### src/line_sequence_interval_sag_monitor_defs.svh
// register map, field positions and reset values of the line monitor
`ifndef LINE_SEQUENCE_INTERVAL_SAG_MONITOR_DEFS_SVH
`define LINE_SEQUENCE_INTERVAL_SAG_MONITOR_DEFS_SVH

// register indices; byte address is four times the index
`define IDX_EVENT_FLAGS 16'he503
`define IDX_SAG_THRESHOLD 16'he509
`define IDX_EVENT_ENABLES 16'he50b
`define IDX_PER_PHASE_FLAGS 16'he600
`define IDX_INTERVAL_0 16'he601
`define IDX_INTERVAL_1 16'he602
`define IDX_INTERVAL_2 16'he603
`define IDX_COMPUTATION_SETUP 16'he60e
`define IDX_GENERAL_SETUP 16'he618
`define IDX_ACCUMULATION_SETUP 16'he701
`define IDX_SAG_HALF_CYCLES 16'he704
`define IDX_PERIOD_A 16'he905
`define IDX_PERIOD_B 16'he906
`define IDX_PERIOD_C 16'he907

`define BIT_SAG 16
`define BIT_ORDER_FAULT 19
`define FLAGS_IMPL 32'h00090000
`define POS_INTERVAL_SELECT 9
`define POS_ROUTE_A 8
`define POS_WIRING_SELECT 4
`define POS_SAG_STYLE 6
`define POS_SAG_STATE 12

`define RST_GENERAL_SETUP 16'h2400
`define COUNT_MAX 16'hffff
`define TICK_HZ 256000
`define PCLK_HZ 100000000

`endif

### src/line_sequence_interval_sag_monitor_pkg.sv
// types shared by the line monitor
package line_sequence_interval_sag_monitor_pkg;

    typedef enum logic [1:0] {
        PH_A,
        PH_B,
        PH_C,
        PH_NONE
    } phase_e;

    typedef logic [15:0] count_t;

    typedef struct packed {
        logic [23:0] sag_threshold;
        logic [15:0] computation_setup;
        logic [15:0] general_setup;
        logic [7:0] accumulation_setup;
        logic [7:0] sag_half_cycles;
        logic [31:0] event_flags;
        logic [31:0] event_enables;
        phase_e prev;
        phase_e prev2;
        logic order_bad;
        logic [2:0] irun;
        logic [2:0][15:0] icnt;
        logic [2:0][15:0] ires;
        logic [2:0][15:0] pcnt;
        logic [2:0][15:0] pres;
        logic [7:0] half_cnt;
        logic [2:0] low_all;
        logic [2:0] high_all;
        logic [2:0] sag_state;
        logic pready;
        logic pslverr;
        logic [31:0] prdata;
        logic irq_n;
    } state_s;

endpackage

### src/line_sequence_interval_sag_monitor.sv
// line phase order, interval, period and sag monitor with apb registers
`timescale 1ns/100ps
`include "line_sequence_interval_sag_monitor_defs.svh"

module line_sequence_interval_sag_monitor (
    input wire logic pclk,
    input wire logic presetn,
    input wire logic psel,
    input wire logic penable,
    input wire logic pwrite,
    input wire logic [17:0] paddr,
    input wire logic [31:0] pwdata,
    output logic [31:0] prdata,
    output logic pready,
    output logic pslverr,
    input wire logic sample_tick,
    input wire logic [2:0] volt_rise,
    input wire logic [2:0] curr_rise,
    input wire logic [2:0] volt_small,
    input wire logic half_cycle,
    input wire logic [23:0] volt_a,
    input wire logic [23:0] volt_b,
    input wire logic [23:0] volt_c,
    output logic event_irq_n
);

    line_sequence_interval_sag_monitor_pkg::state_s s_q;
    line_sequence_interval_sag_monitor_pkg::state_s s_d;

    logic [2:0] vr;
    logic [2:0][23:0] vin;
    logic [2:0][23:0] vsel;
    logic [2:0] stt;
    logic [2:0] stp;
    logic [2:0] below;
    logic [2:0] lo_now;
    logic [2:0] hi_now;
    logic access;
    logic done;
    logic [15:0] idx;
    logic period_end;
    logic set_order;
    logic set_sag;
    logic wr_flags;
    logic wr_cycles;

    function automatic logic [1:0] route_src(input logic [1:0] sel, input logic [1:0] own);
        route_src = (sel == 2'h3) ? own : sel;
    endfunction

    function automatic logic [15:0] sat_inc(input logic [15:0] v);
        sat_inc = (v == `COUNT_MAX) ? v : v + 16'h0001;
    endfunction

    function automatic logic [23:0] abs24(input logic [23:0] v);
        abs24 = v[23] ? (~v + 24'h000001) : v;
    endfunction

    function automatic line_sequence_interval_sag_monitor_pkg::phase_e
        wrong_prev(input line_sequence_interval_sag_monitor_pkg::phase_e p);
        case (p)
            line_sequence_interval_sag_monitor_pkg::PH_A: wrong_prev = line_sequence_interval_sag_monitor_pkg::PH_B;
            line_sequence_interval_sag_monitor_pkg::PH_B: wrong_prev = line_sequence_interval_sag_monitor_pkg::PH_C;
            line_sequence_interval_sag_monitor_pkg::PH_C: wrong_prev = line_sequence_interval_sag_monitor_pkg::PH_A;
            default: wrong_prev = line_sequence_interval_sag_monitor_pkg::PH_NONE;
        endcase
    endfunction

    assign vin = {volt_c, volt_b, volt_a};
    assign access = psel && penable && !s_q.pready;
    assign done = psel && penable && s_q.pready;
    assign idx = paddr[17:2];
    assign wr_flags = done && pwrite && paddr[1:0] == 2'h0 && idx == `IDX_EVENT_FLAGS;
    assign wr_cycles = done && pwrite && paddr[1:0] == 2'h0 && idx == `IDX_SAG_HALF_CYCLES;

    always_comb begin
        logic [1:0] src;
        logic [1:0] isel;
        line_sequence_interval_sag_monitor_pkg::phase_e p;
        logic hit;
        logic [31:0] rd;
        src = 2'h0;
        isel = s_q.computation_setup[`POS_INTERVAL_SELECT +: 2];
        p = line_sequence_interval_sag_monitor_pkg::PH_NONE;
        hit = 1'b1;
        rd = 32'h00000000;
        s_d = s_q;
        set_order = 1'b0;
        set_sag = 1'b0;
        // routing of each phase voltage onto a datapath; quiet inputs never cross
        for (int i = 0; i < 3; i++) begin
            src = route_src(s_q.general_setup[`POS_ROUTE_A + 2 * i +: 2], 2'(i));
            vr[i] = volt_rise[src] && !volt_small[src];
            vsel[i] = vin[src];
        end
        // phase order: rising voltage crossings, lowest phase wins on a tie
        if (vr[0]) begin
            p = line_sequence_interval_sag_monitor_pkg::PH_A;
        end else if (vr[1]) begin
            p = line_sequence_interval_sag_monitor_pkg::PH_B;
        end else if (vr[2]) begin
            p = line_sequence_interval_sag_monitor_pkg::PH_C;
        end
        if (p != line_sequence_interval_sag_monitor_pkg::PH_NONE) begin
            s_d.prev = p;
            s_d.prev2 = s_q.prev;
            if (s_q.prev != wrong_prev(p)) begin
                s_d.order_bad = 1'b0;
            end else if (p == line_sequence_interval_sag_monitor_pkg::PH_B
                    && s_q.prev2 == line_sequence_interval_sag_monitor_pkg::PH_A) begin
                s_d.order_bad = 1'b1;
                set_order = 1'b1;
            end else if (s_q.order_bad) begin
                set_order = 1'b1;
            end
        end
        // interval pairs
        case (isel)
            2'h1: begin
                stt = {vr[0], vr[1], vr[0]};
                stp = {vr[1], vr[2], vr[2]};
            end
            2'h2: begin
                stt = {curr_rise[0], curr_rise[1], curr_rise[0]};
                stp = {curr_rise[1], curr_rise[2], curr_rise[2]};
            end
            default: begin
                stt = vr;
                stp = curr_rise;
            end
        endcase
        for (int i = 0; i < 3; i++) begin
            if (stp[i] && s_q.irun[i]) begin
                s_d.ires[i] = s_q.icnt[i];
                s_d.irun[i] = 1'b0;
            end
            if (stt[i]) begin
                s_d.irun[i] = 1'b1;
                s_d.icnt[i] = 16'h0000;
            end else if (s_q.irun[i] && sample_tick) begin
                s_d.icnt[i] = sat_inc(s_q.icnt[i]);
            end
            if (vr[i]) begin
                s_d.pres[i] = s_q.pcnt[i];
                s_d.pcnt[i] = 16'h0000;
            end else if (sample_tick) begin
                s_d.pcnt[i] = sat_inc(s_q.pcnt[i]);
            end
        end
        // sag: each tick narrows whether a phase stayed below or above
        for (int i = 0; i < 3; i++) begin
            below[i] = abs24(vsel[i]) < s_q.sag_threshold;
            lo_now[i] = s_q.low_all[i] && !(sample_tick && !below[i]);
            hi_now[i] = s_q.high_all[i] && !(sample_tick && below[i]);
        end
        s_d.low_all = lo_now;
        s_d.high_all = hi_now;
        period_end = half_cycle && ({1'b0, s_q.half_cnt} + 9'h001 == {1'b0, s_q.sag_half_cycles});
        if (period_end) begin
            s_d.half_cnt = 8'h00;
            s_d.low_all = 3'h7;
            s_d.high_all = 3'h7;
            for (int i = 0; i < 3; i++) begin
                if (lo_now[i]) begin
                    s_d.sag_state[i] = 1'b1;
                end else if (hi_now[i]) begin
                    s_d.sag_state[i] = 1'b0;
                end
            end
            if (s_q.accumulation_setup[`POS_SAG_STYLE]) begin
                set_sag = |(s_q.sag_state & hi_now);
            end else begin
                set_sag = |lo_now;
            end
        end else if (half_cycle) begin
            s_d.half_cnt = s_q.half_cnt + 8'h01;
        end
        if (wr_cycles) begin
            s_d.half_cnt = 8'h00;
            s_d.low_all = 3'h7;
            s_d.high_all = 3'h7;
        end
        // apb read decode, answered one cycle into the access phase
        case (idx)
            `IDX_EVENT_FLAGS: rd = s_q.event_flags;
            `IDX_SAG_THRESHOLD: rd = {8'h00, s_q.sag_threshold};
            `IDX_EVENT_ENABLES: rd = s_q.event_enables;
            `IDX_PER_PHASE_FLAGS: rd = {17'h00000, s_q.sag_state, 12'h000};
            `IDX_INTERVAL_0: rd = {16'h0000, s_q.ires[0]};
            `IDX_INTERVAL_1: rd = {16'h0000, s_q.ires[1]};
            `IDX_INTERVAL_2: rd = {16'h0000, s_q.ires[2]};
            `IDX_COMPUTATION_SETUP: rd = {16'h0000, s_q.computation_setup};
            `IDX_GENERAL_SETUP: rd = {16'h0000, s_q.general_setup};
            `IDX_ACCUMULATION_SETUP: rd = {24'h000000, s_q.accumulation_setup};
            `IDX_SAG_HALF_CYCLES: rd = {24'h000000, s_q.sag_half_cycles};
            `IDX_PERIOD_A: rd = {16'h0000, s_q.pres[0]};
            `IDX_PERIOD_B: rd = {16'h0000, s_q.pres[1]};
            `IDX_PERIOD_C: rd = {16'h0000, s_q.pres[2]};
            default: hit = 1'b0;
        endcase
        if (paddr[1:0] != 2'h0) begin
            hit = 1'b0;
        end
        s_d.pready = access;
        s_d.pslverr = access && !hit;
        if (access) begin
            s_d.prdata = (hit && !pwrite) ? rd : 32'h00000000;
        end
        if (done && pwrite && hit) begin
            case (idx)
                `IDX_SAG_THRESHOLD: s_d.sag_threshold = pwdata[23:0];
                `IDX_EVENT_ENABLES: s_d.event_enables = pwdata;
                `IDX_COMPUTATION_SETUP: s_d.computation_setup = pwdata[15:0];
                `IDX_GENERAL_SETUP: s_d.general_setup = pwdata[15:0];
                `IDX_ACCUMULATION_SETUP: s_d.accumulation_setup = pwdata[7:0];
                `IDX_SAG_HALF_CYCLES: s_d.sag_half_cycles = pwdata[7:0];
                default: s_d.sag_threshold = s_q.sag_threshold;
            endcase
        end
        // write-one-to-clear; a set in the same cycle wins
        s_d.event_flags = s_q.event_flags & ~(wr_flags ? (pwdata & `FLAGS_IMPL) : 32'h0);
        s_d.event_flags[`BIT_ORDER_FAULT] = s_d.event_flags[`BIT_ORDER_FAULT] || set_order;
        s_d.event_flags[`BIT_SAG] = s_d.event_flags[`BIT_SAG] || set_sag;
        s_d.irq_n = !(|(s_d.event_flags & s_d.event_enables));
    end

    always_ff @(posedge pclk or negedge presetn) begin
        if (!presetn) begin
            s_q <= '0;
            s_q.general_setup <= `RST_GENERAL_SETUP;
            s_q.prev <= line_sequence_interval_sag_monitor_pkg::PH_NONE;
            s_q.prev2 <= line_sequence_interval_sag_monitor_pkg::PH_NONE;
            s_q.low_all <= 3'h7;
            s_q.high_all <= 3'h7;
            s_q.irq_n <= 1'b1;
        end else begin
            s_q <= s_d;
        end
    end

    assign prdata = s_q.prdata;
    assign pready = s_q.pready;
    assign pslverr = s_q.pslverr;
    assign event_irq_n = s_q.irq_n;
endmodule

### config.mk
export PLATFORM = sky130hd
export DESIGN_NAME = line_sequence_interval_sag_monitor
export DESIGN_NICKNAME = d
export VERILOG_FILES = /design/src/line_sequence_interval_sag_monitor_pkg.sv /design/src/line_sequence_interval_sag_monitor.sv
export VERILOG_INCLUDE_DIRS = /design/src /design/src/src
export SDC_FILE = /design/constraint.sdc
export NUM_CORES = 1
export LEC_CHECK = 0
export BUFFER_PORTS_ARGS = -buffer_cell sky130_fd_sc_hd__buf_4
export CAP_MARGIN = 20
export CELL_PAD_IN_SITES_DETAIL_PLACEMENT = 1
export CELL_PAD_IN_SITES_GLOBAL_PLACEMENT = 2
export CORE_UTILIZATION = 40
export CTS_BUF_LIST = sky130_fd_sc_hd__clkbuf_8
export DETAILED_ROUTE_END_ITERATION = 16
export PLACE_DENSITY = 0.93
export SLEW_MARGIN = 5
export SYNTH_ARGS = -nofsm -noshare
export SYNTH_HDL_FRONTEND = slang
export SYNTH_SLANG_ARGS = --single-unit
### constraint.sdc
create_clock -name pclk -period 5.2 [get_ports pclk]
set_input_delay 0.52 -clock pclk [delete_from_list [all_inputs] [get_ports pclk]]
set_output_delay 0.52 -clock pclk [all_outputs]
set_load 0.01 [all_outputs]
* Word-level counts from Yosys, hierarchy flattened
Index checks and enable logic that the tools add are counted.
** Operators by class
- Add/subtract/negate cells :: 11
- Magnitude comparators :: 6
- Eq/ne operators :: 36
- Muxes and demuxes :: 80
- Bitwise gates (word level) :: 7
- Reductions and logical operators :: 88
** Operators by type and width (number)
- 32-bit one-hot mux with 14 select lines :: 1
- 16-bit equality test, second input constant :: 20
- 16-bit 2-to-1 mux :: 18
- 24-bit binary-select mux with 2-bit select :: 3
- 24-bit 2-to-1 mux :: 6
- 16-bit by 1-bit adder with 16-bit output, second input constant :: 6
- 32-bit 2-to-1 mux :: 3
- 24-bit by 1-bit adder with 24-bit output, second input constant :: 3
- 24-bit less-than comparator :: 3
- 24-bit NOT :: 3
- 32-bit bitwise AND :: 2
- 1-bit logical AND :: 33
- 20-bit NOT with 32-bit output :: 1
- 32-bit OR reduction :: 1
- 2-bit AND reduction :: 15
- 1-bit 2-to-1 mux :: 29
- 2-bit nonzero test :: 14
- 20-bit 2-to-1 mux :: 1
- 1-bit zero test :: 16
- 8-bit 2-to-1 mux :: 2
- 14-bit 2-to-1 mux :: 1
- 2-bit inequality test, second input constant :: 7
- 14-bit OR reduction :: 1
- 1-bit binary-select mux with 2-bit select :: 6
- other kinds (16) :: 33
** Storage, ports and cells
- Register bits :: 388
- Bits of input ports :: 138
- Output and inout bits :: 35
- Word-level logic and storage cells :: 263

* Logic depth before layout (Yosys ltp)
Gate-level depths: netlist of the first run.
- Depth after elaboration :: 19
- Mapped depth :: 19
- Mapped depth without buffers :: 16

* Worst setup path before layout of the first run
No wires, ideal clock.
- Path type :: reg2reg
- Start :: register s_q[342] (netlist name)
- End :: register s_q (netlist bit event_irq_n)
- Setup time :: 0.087 ns
- Arrival time :: 4.147 ns
- Slack :: 0.966 ns
- Stages on the path, launching flop included :: 18
- Path buffers :: 3
- Period minus slack after synthesis :: 4.234 ns
- Cell sequence :: dfstp_2 -> buf_2 -> clkbuf_1 -> clkbuf_1 -> mux2i_1 -> nand4_1 -> or2_2 -> nor2_1 -> a21oi_1 -> xnor2_1 -> ha_1 -> nand4_1 -> nor4_1 -> a22oi_1 -> and3_1 -> a31oi_1 -> o32a_1 -> a211oi_2
** RTL lines
- start, declared :: line line_sequence_interval_sag_monitor.sv:27 : line_sequence_interval_sag_monitor_pkg::state_s s_q;

==> results of run 1 <==
-- sequential cells by signal, indices dropped and copies added (netlist names) --
name,cells
pslverr,1
s_q,323
event_irq_n,1
prdata,32
pready,1
-- cells in the mapped netlist (all sizes together) (39+ instances only) --
cell type  instances  area (um2)
xor2              70       613.1
nand3             56       285.3
ha                83        1039
mux2i            139        1391
o21ai            121       605.6
xnor2             78       683.2
nor2             174       655.6
nand4             39       244.0
dfrtp            345        8633
buf               72       494.2
clkbuf            61       229.0
nand2            283        1062
inv               59       221.5
mux2             182        2125
a21oi            106       530.5
-- what timing repair did --
item                                   CTS  global route
resized for setup                        1             4
setup buffers                            0             0
setup endpoints to repair                3             4
endpoints found under the hold margin   90             0
hold buffers                             1             0
-- area by class of cell --
class / instances / share of cell area [%]
repair buffers: 223 / 6.791
clock inverters: 27 / 0.8961
multi-input cells: 1684 / 47.84
clock buffers: 80 / 4.381
diodes: 2 / 0.01991
flip-flops and latches: 358 / 35.73
well taps: 696 / 3.465
inverters: 59 / 0.8812
-- metal layers --
metal | part of all wire, % | GRT usage (%) | routed length (um) | vias up
met2 | 49 | 44.09 | 35140 | 541
met1 | 43 | 33.22 | 30560 | 9360
li1 | - | - | - | 8286
met5 | 0.038 | 0 | 27 | -
met3 | 5.0 | 3.733 | 3592 | 109
met4 | 3.3 | 9.289 | 2372 | 4
-- critical path, stage by stage, from the launching register on --
cell	delay, ns
dfrtp_2	0.68
buf_4	0.53
mux2i_1	0.16
nand2_1	0.11
o21a_1	0.40
o21ai_0	0.19
xnor2_1	0.34
ha_1	0.33
a21oi_1	0.14
nand2_1	0.07
a211oi_1	0.59
a21oi_1	0.15
buf_4	0.18
o311a_1	0.34
o32a_1	0.35
a211oi_2	0.23
-- power by group --
part	total, mW	internal, mW	switching (mW)
sequential	3.01	2.90	0.109
clock	2.73	1.57	1.17
combinational	0.921	0.389	0.531
total	6.66	4.85	1.81
-- cells by family (layout without fill, tap and decap cells) --
family	count (synthesis)	in the layout	share of synthesized area, %
AOI/OAI and AO/OA	413	413	12.22
xor gates and xnor gates	150	150	6.126
adders and majority gates	83	83	4.743
buffers and inverters	192	389	4.315
DFF	358	358	40.99
muxes	322	322	16.16
other	0	2	0
and+or+nand+nor	716	716	15.44
-- stage by stage --
step,setup WS [ns],instance area [um2],utilization (%),std cells
global placement,-0.09305,23770,44.08,3018
global route,0.09968,25130,46.60,3128
CTS,0.02510,25110,46.56,3126
detailed placement,-0.2057,23770,44.08,3018
floorplan,0.9664,21890,-,2234
finish,0.2584,25130,46.61,3129
-- worst paths after layout --
path / endpoint
setup / recovery: event_irq_n$_DFF_PN1_
hold / removal: s_q[282]$_DFFE_PN0P_
setup reg to reg: event_irq_n$_DFF_PN1_
hold reg to reg: prdata[21]$_DFFE_PN0P_
max in group asynchronous: prdata[21]$_DFFE_PN0P_
min in group asynchronous: s_q[206]$_DFFE_PN0P_
==> impl_results.md, run 1 <==
- Register area: approximately 0.009 mm2
- Global-route wire length before repair: between 100 and 150 mm
- Actual slew at the worst max-slew pin: between 1 and 1.5 ns
- Rows: 85
- CORE AREA: roughly 0.054 mm2
- Most frequent cells in the layout: dfrtp_1 (342), nand2_1 (283), buf_4 (218)
- RSZ-0062 raised after global routing: no
- Pwr Total: approximately 6.7 mW
- Vias per cell: just under 6
- Leakage power: roughly 11 nW
- Clk sinks: 358
- # IOs: between 150 and 200
- Hold wc startpoint: pwdata[30]
- Number of global-route vias before repair: about 20,000
- Detailed Place HPWL: 53.67 mm
- CTS Root Cell: clkbuf_8
- CP arrival: roughly 5.5 ns
- Status: completed
- Worst Path Max Fanout: 36
- Slew HR: between 10% and 20%
- Final Skew: between 0.04 and 0.05 ns
- Synth Instances: about 2,200
- Worst-Skew Late Latency: about 0.66 ns
- Largest net degree at the start of global routing: ~140
- Hold Path Depth: 2
- Die width: ~240 um
- EDFF count, synth: 0
- Setup violations, final: 0
- Starting density of the core: roughly two fifths
- Post-synthesis cell type count: 92
- Vias: approximately 18,000
- FF+latch count, synth: between 300 and 400
- CP Capture Type: register
- Area of the multi-input gates: ~0.012 mm2
- Sequential area share after synthesis: between 40% and 50%
- Mapped Nets: approximately 2,500
- Worst endpoint required time: about 5.8 ns
- PD cells: 265.1 mW/mm2
- Period Utilization, post-route: between 90% and 100%
- Final hold slack: approximately 0.12 ns
- Mapped cell area: ~0.022 mm2
- Fin. Hold Viols: 0
- CP Class: register to register
- Final ANT Viol Nets: 0
- R2R Setup Slk: 0.26 ns
- Max Clk Rate: 202.4 MHz
- Htree depth: 2
- Worst reg2reg path startpoint: s_q[340]$_DFFE_PN0P_
- Most common cell after layout, fill and taps aside: dfrtp_1
- Layout cells sized above 1: 22.54%
- DR pass1 iterations: 6
- VDD IR max: around 0.21 mV
- Setup crit start: s_q[340]$_DFFE_PN0P_
- Maximum clock insertion buffer count: 3
- R2R depth: 15
- CTS clock-pin slew for the worst setup and hold paths: 0.07 ns
- Port bufs: 172
- Critical Path Start Type: register
- Die area: around 0.056 mm2
- DRT iter0 DRCs: ~1,200
- GRT Total Usage: between 20% and 30%
- Ys async rst share: 100.0%
- GP Congestion: 0.9513
- Final nets: 2,606
- Post-synthesis area per instance: 9.800 um2
- Main synth FF type: dfrtp_1
- Min Tclk post-route: between 4 and 5 ns
- Drt total wl: around 72 mm
- Initial antenna violation count: 3
- Final Max Slew Viols: 0
- Area growth, synth to finish: 14.79%
- CTS tree: built
- Worst hold path class: input port to register
- Die height: between 200 and 250 um
- DR WL/cell: around 23 um
- Num CTS Buffers: slightly below 60
- Global route overflow: 0
- Syn. warnings: 0
- Residual DRC: 0
- Final TNS setup: 0 ns
- Max Cap Viol: 0
- FILL cells: approximately 6,000
Power figures use the tool's default switching activity.
==> inputs of run 2 (changes only) <==
ABC_AREA = 1   (was unset)
CORE_UTILIZATION = 37   (was 40)
CTS_CLUSTER_SIZE = 10   (was unset)
PLACE_DENSITY = 0.94   (was 0.93)
==> run 2 against run 1 <==
Utilization down 3.6 points. First-iteration DRC count up 27%. Hold slack worse by 0.074 ns. Sequential share of layout area up 0.48 points. Power down 1.1%. Critical endpoint unchanged. Maximum frequency up 2.3%. Setup slack better by 0.11 ns. Cell count up 22%. Register-to-register slack better by 0.11 ns. Clock power down 5%. Cell area down 1.4%.
==> impl_results.md, run 2 <==
- CP Class: register to register
- Vias per cell: ~5.5
- Fin. Hold Viols: 0
- Post-synthesis cell type count: 60
- Post-synthesis area per instance: roughly 7.6 um2
- Post-route cell area: approximately 0.025 mm2
- Setup ws final: roughly 0.37 ns
- Syn. warnings: 0
- Worst Path Max Fanout: 11
- Area growth, synth to finish: 14.77%
- Most common cell after layout, fill and taps aside: nand2_1
- Clk sinks: 358
- Sequential area share after synthesis: 41.55%
- VDD IR max: approximately 0.20 mV
- Non-filler cells, final: about 3,800
- Post-Place Setup Slack: around 0.33 ns
- Layout cells sized above 1: between 10 and 15%
- Setup violations, final: 0
- EDFF count, synth: 0
- DR pass1 iterations: 9
- # IOs: about 170
- CP Capture Type: register
- Drt total wl: roughly 81 mm
- Worst hold path class: input port to register
- Global route overflow: 0
- CTS clock-pin slew for the worst setup and hold paths: around 0.07 ns
- Actual slew at the worst max-slew pin: 1.019 ns
- Vias: 20,860
- Hold Path Depth: 3
- FF+latch count, synth: ~360
- Port bufs: roughly 170
- Final ANT Viol Nets: 0
- Most flop-heavy register: s_q
- Residual DRC: 0
- Most frequent cells in the layout: nand2_1 (721), inv_1 (396), dfrtp_1 (345)
- Post-placement cell count: 3,681
- Period Utilization, post-route: between 90% and 100%
- Die width: about 240 um
- Final nets: 3,210
- Placed cell areas: approximately 0.023 mm2
- GRT Total Usage: around 27%
- Most common library cells after synthesis: nand2_1 (721), inv_1 (371), dfrtp_1 (345)
- Critical Path Start Type: register
- Starting density of the core: a little under two fifths
- CP max-delay cell: dfstp_2
- Pwr Total: 6.591 mW
- CTS tree: built
- Max Cap Viol: 0
- CTS Root Cell: clkbuf_8
- Htree depth: 2
- Synth area leaders: dfrtp_1 (40%), nand2_1 (13%), inv_1 (6.4%)
- Dominant cell by count in the synthesized netlist: nand2_1
- Global-route wire length before repair: 125.4 mm
- Synth area leader: dfrtp_1
- Rows: ~90
- GP Congestion: 0.9382
- Synth Instances: about 2,800
- Max Clk Rate: about 210 MHz
- Ys async rst share: 100.0%
- Number of global-route vias before repair: between 20,000 and 25,000
- CP arrival: ~5.5 ns
- Detailed Place HPWL: roughly 62 mm
- DRT iter0 DRCs: roughly 1,500
- Max incr delay on CP: around 0.76 ns
- Maximum clock insertion buffer count: 3
- Slew HR: between 30% and 40%
- Mapped cell area: 0.02160 mm2
- Worst endpoint required time: 5.82 ns
- Top-area cell type share of the netlist area: between 30% and 40%
- PD cells: roughly 270 mW/mm2
- Final Max Slew Viols: 0
- Status: completed
- Min Tclk post-route: between 4 and 5 ns
- Worst-Skew Late Latency: approximately 0.69 ns
- Leakage power: 12.11 nW
- DR WL/cell: around 21 um
- Max reg flops: 323
- Die area: 0.05935 mm2
- R2R depth: 30
- ANT cells: 0
- Largest net degree at the start of global routing: around 120
- Die height: between 200 and 250 um
- Final Skew: 0.04425 ns
- Initial antenna violation count: 0
- Main synth FF type: dfrtp_1
- Mapped Nets: approximately 3,000
- CP most frequent cell: nand2_1
- CORE AREA: 0.05770 mm2
- Num CTS Buffers: approximately 60
-- run 2: kinds of logic (layout without fill, tap and decap cells) --
family | Yosys count | in the layout | share of synthesized area, %
compound gates | 612 | 612 | 17.02
xor+xnor | 77 | 77 | 3.122
fa+ha+maj | 83 | 83 | 4.808
buf+inv | 510 | 713 | 9.905
flops | 358 | 358 | 41.55
simple gates | 1195 | 1195 | 23.60
-- run 2: timing repair --
action / CTS / global route
hold endpoints to repair: 108 / 0
hold buffers: 7 / 0
setup buffers: 0 / 3
gates resized for setup: 0 / 5
setup endpoints to repair: 0 / 2
-- run 2: worst paths after layout --
kind / startpoint / endpoint / slack (ns)
min reg2reg: s_q[283]$_DFFE_PN0P_ / s_q[283]$_DFFE_PN0P_ / 0.49
max: s_q[345]$_DFFE_PN1P_ / event_irq_n$_DFF_PN1_ / 0.37
max in group asynchronous: presetn / s_q[354]$_DFFE_PN0P_ / 3.30
min in group asynchronous: presetn / s_q[101]$_DFFE_PN0P_ / 0.54
max reg2reg: s_q[345]$_DFFE_PN1P_ / event_irq_n$_DFF_PN1_ / 0.37
min: pwdata[24] / s_q[276]$_DFFE_PN0P_ / 0.04
-- run 2: report_power, final --
part,switching [mW],internal (mW)
Clock,1.25,1.35
Sequential,0.109,2.95
Combinational,0.621,0.318
Total,1.98,4.61
-- run 2: critical path: cells and delay by family, from the launching register on --
kind | cells | cell delay [ns]
flops | 1 | 0.76
xor+xnor | 1 | 0.10
compound gates | 2 | 0.39
fa+ha+maj | 2 | 0.51
buf+inv | 3 | 0.56
simple gates | 22 | 2.42
-- run 2: area by class of cell --
type,count,area [um2]
Clock inverter,37,191.4
Timing Repair Buffer,216,1679
Fill cell,7209,32900
Inverter,385,1453
Sequential cell,358,8975
Multi-Input combinational cell,1967,10500
Clock buffer,75,1032
Tap cell,765,957.2
-- run 2: layer usage --
layer / wire length (um) / vias to the layer above / GRT usage (%)
met5: 0 / - / 0
met4: 3010 / 0 / 10.57
met3: 3888 / 142 / 3.459
met2: 38080 / 553 / 45.02
met1: 35590 / 10450 / 35.42
li1: - / 9714 / -
-- run 2: through the flow --
stage               TNS [ns]  hold slack, ns  util, %
finish                     0         0.04195    42.97
global route        -0.01313         0.02747    42.97
CTS                        0        0.004056    42.90
detailed placement         0          0.4666    40.66
global placement           0          0.4619    40.61
floorplan                  0          0.2244        -
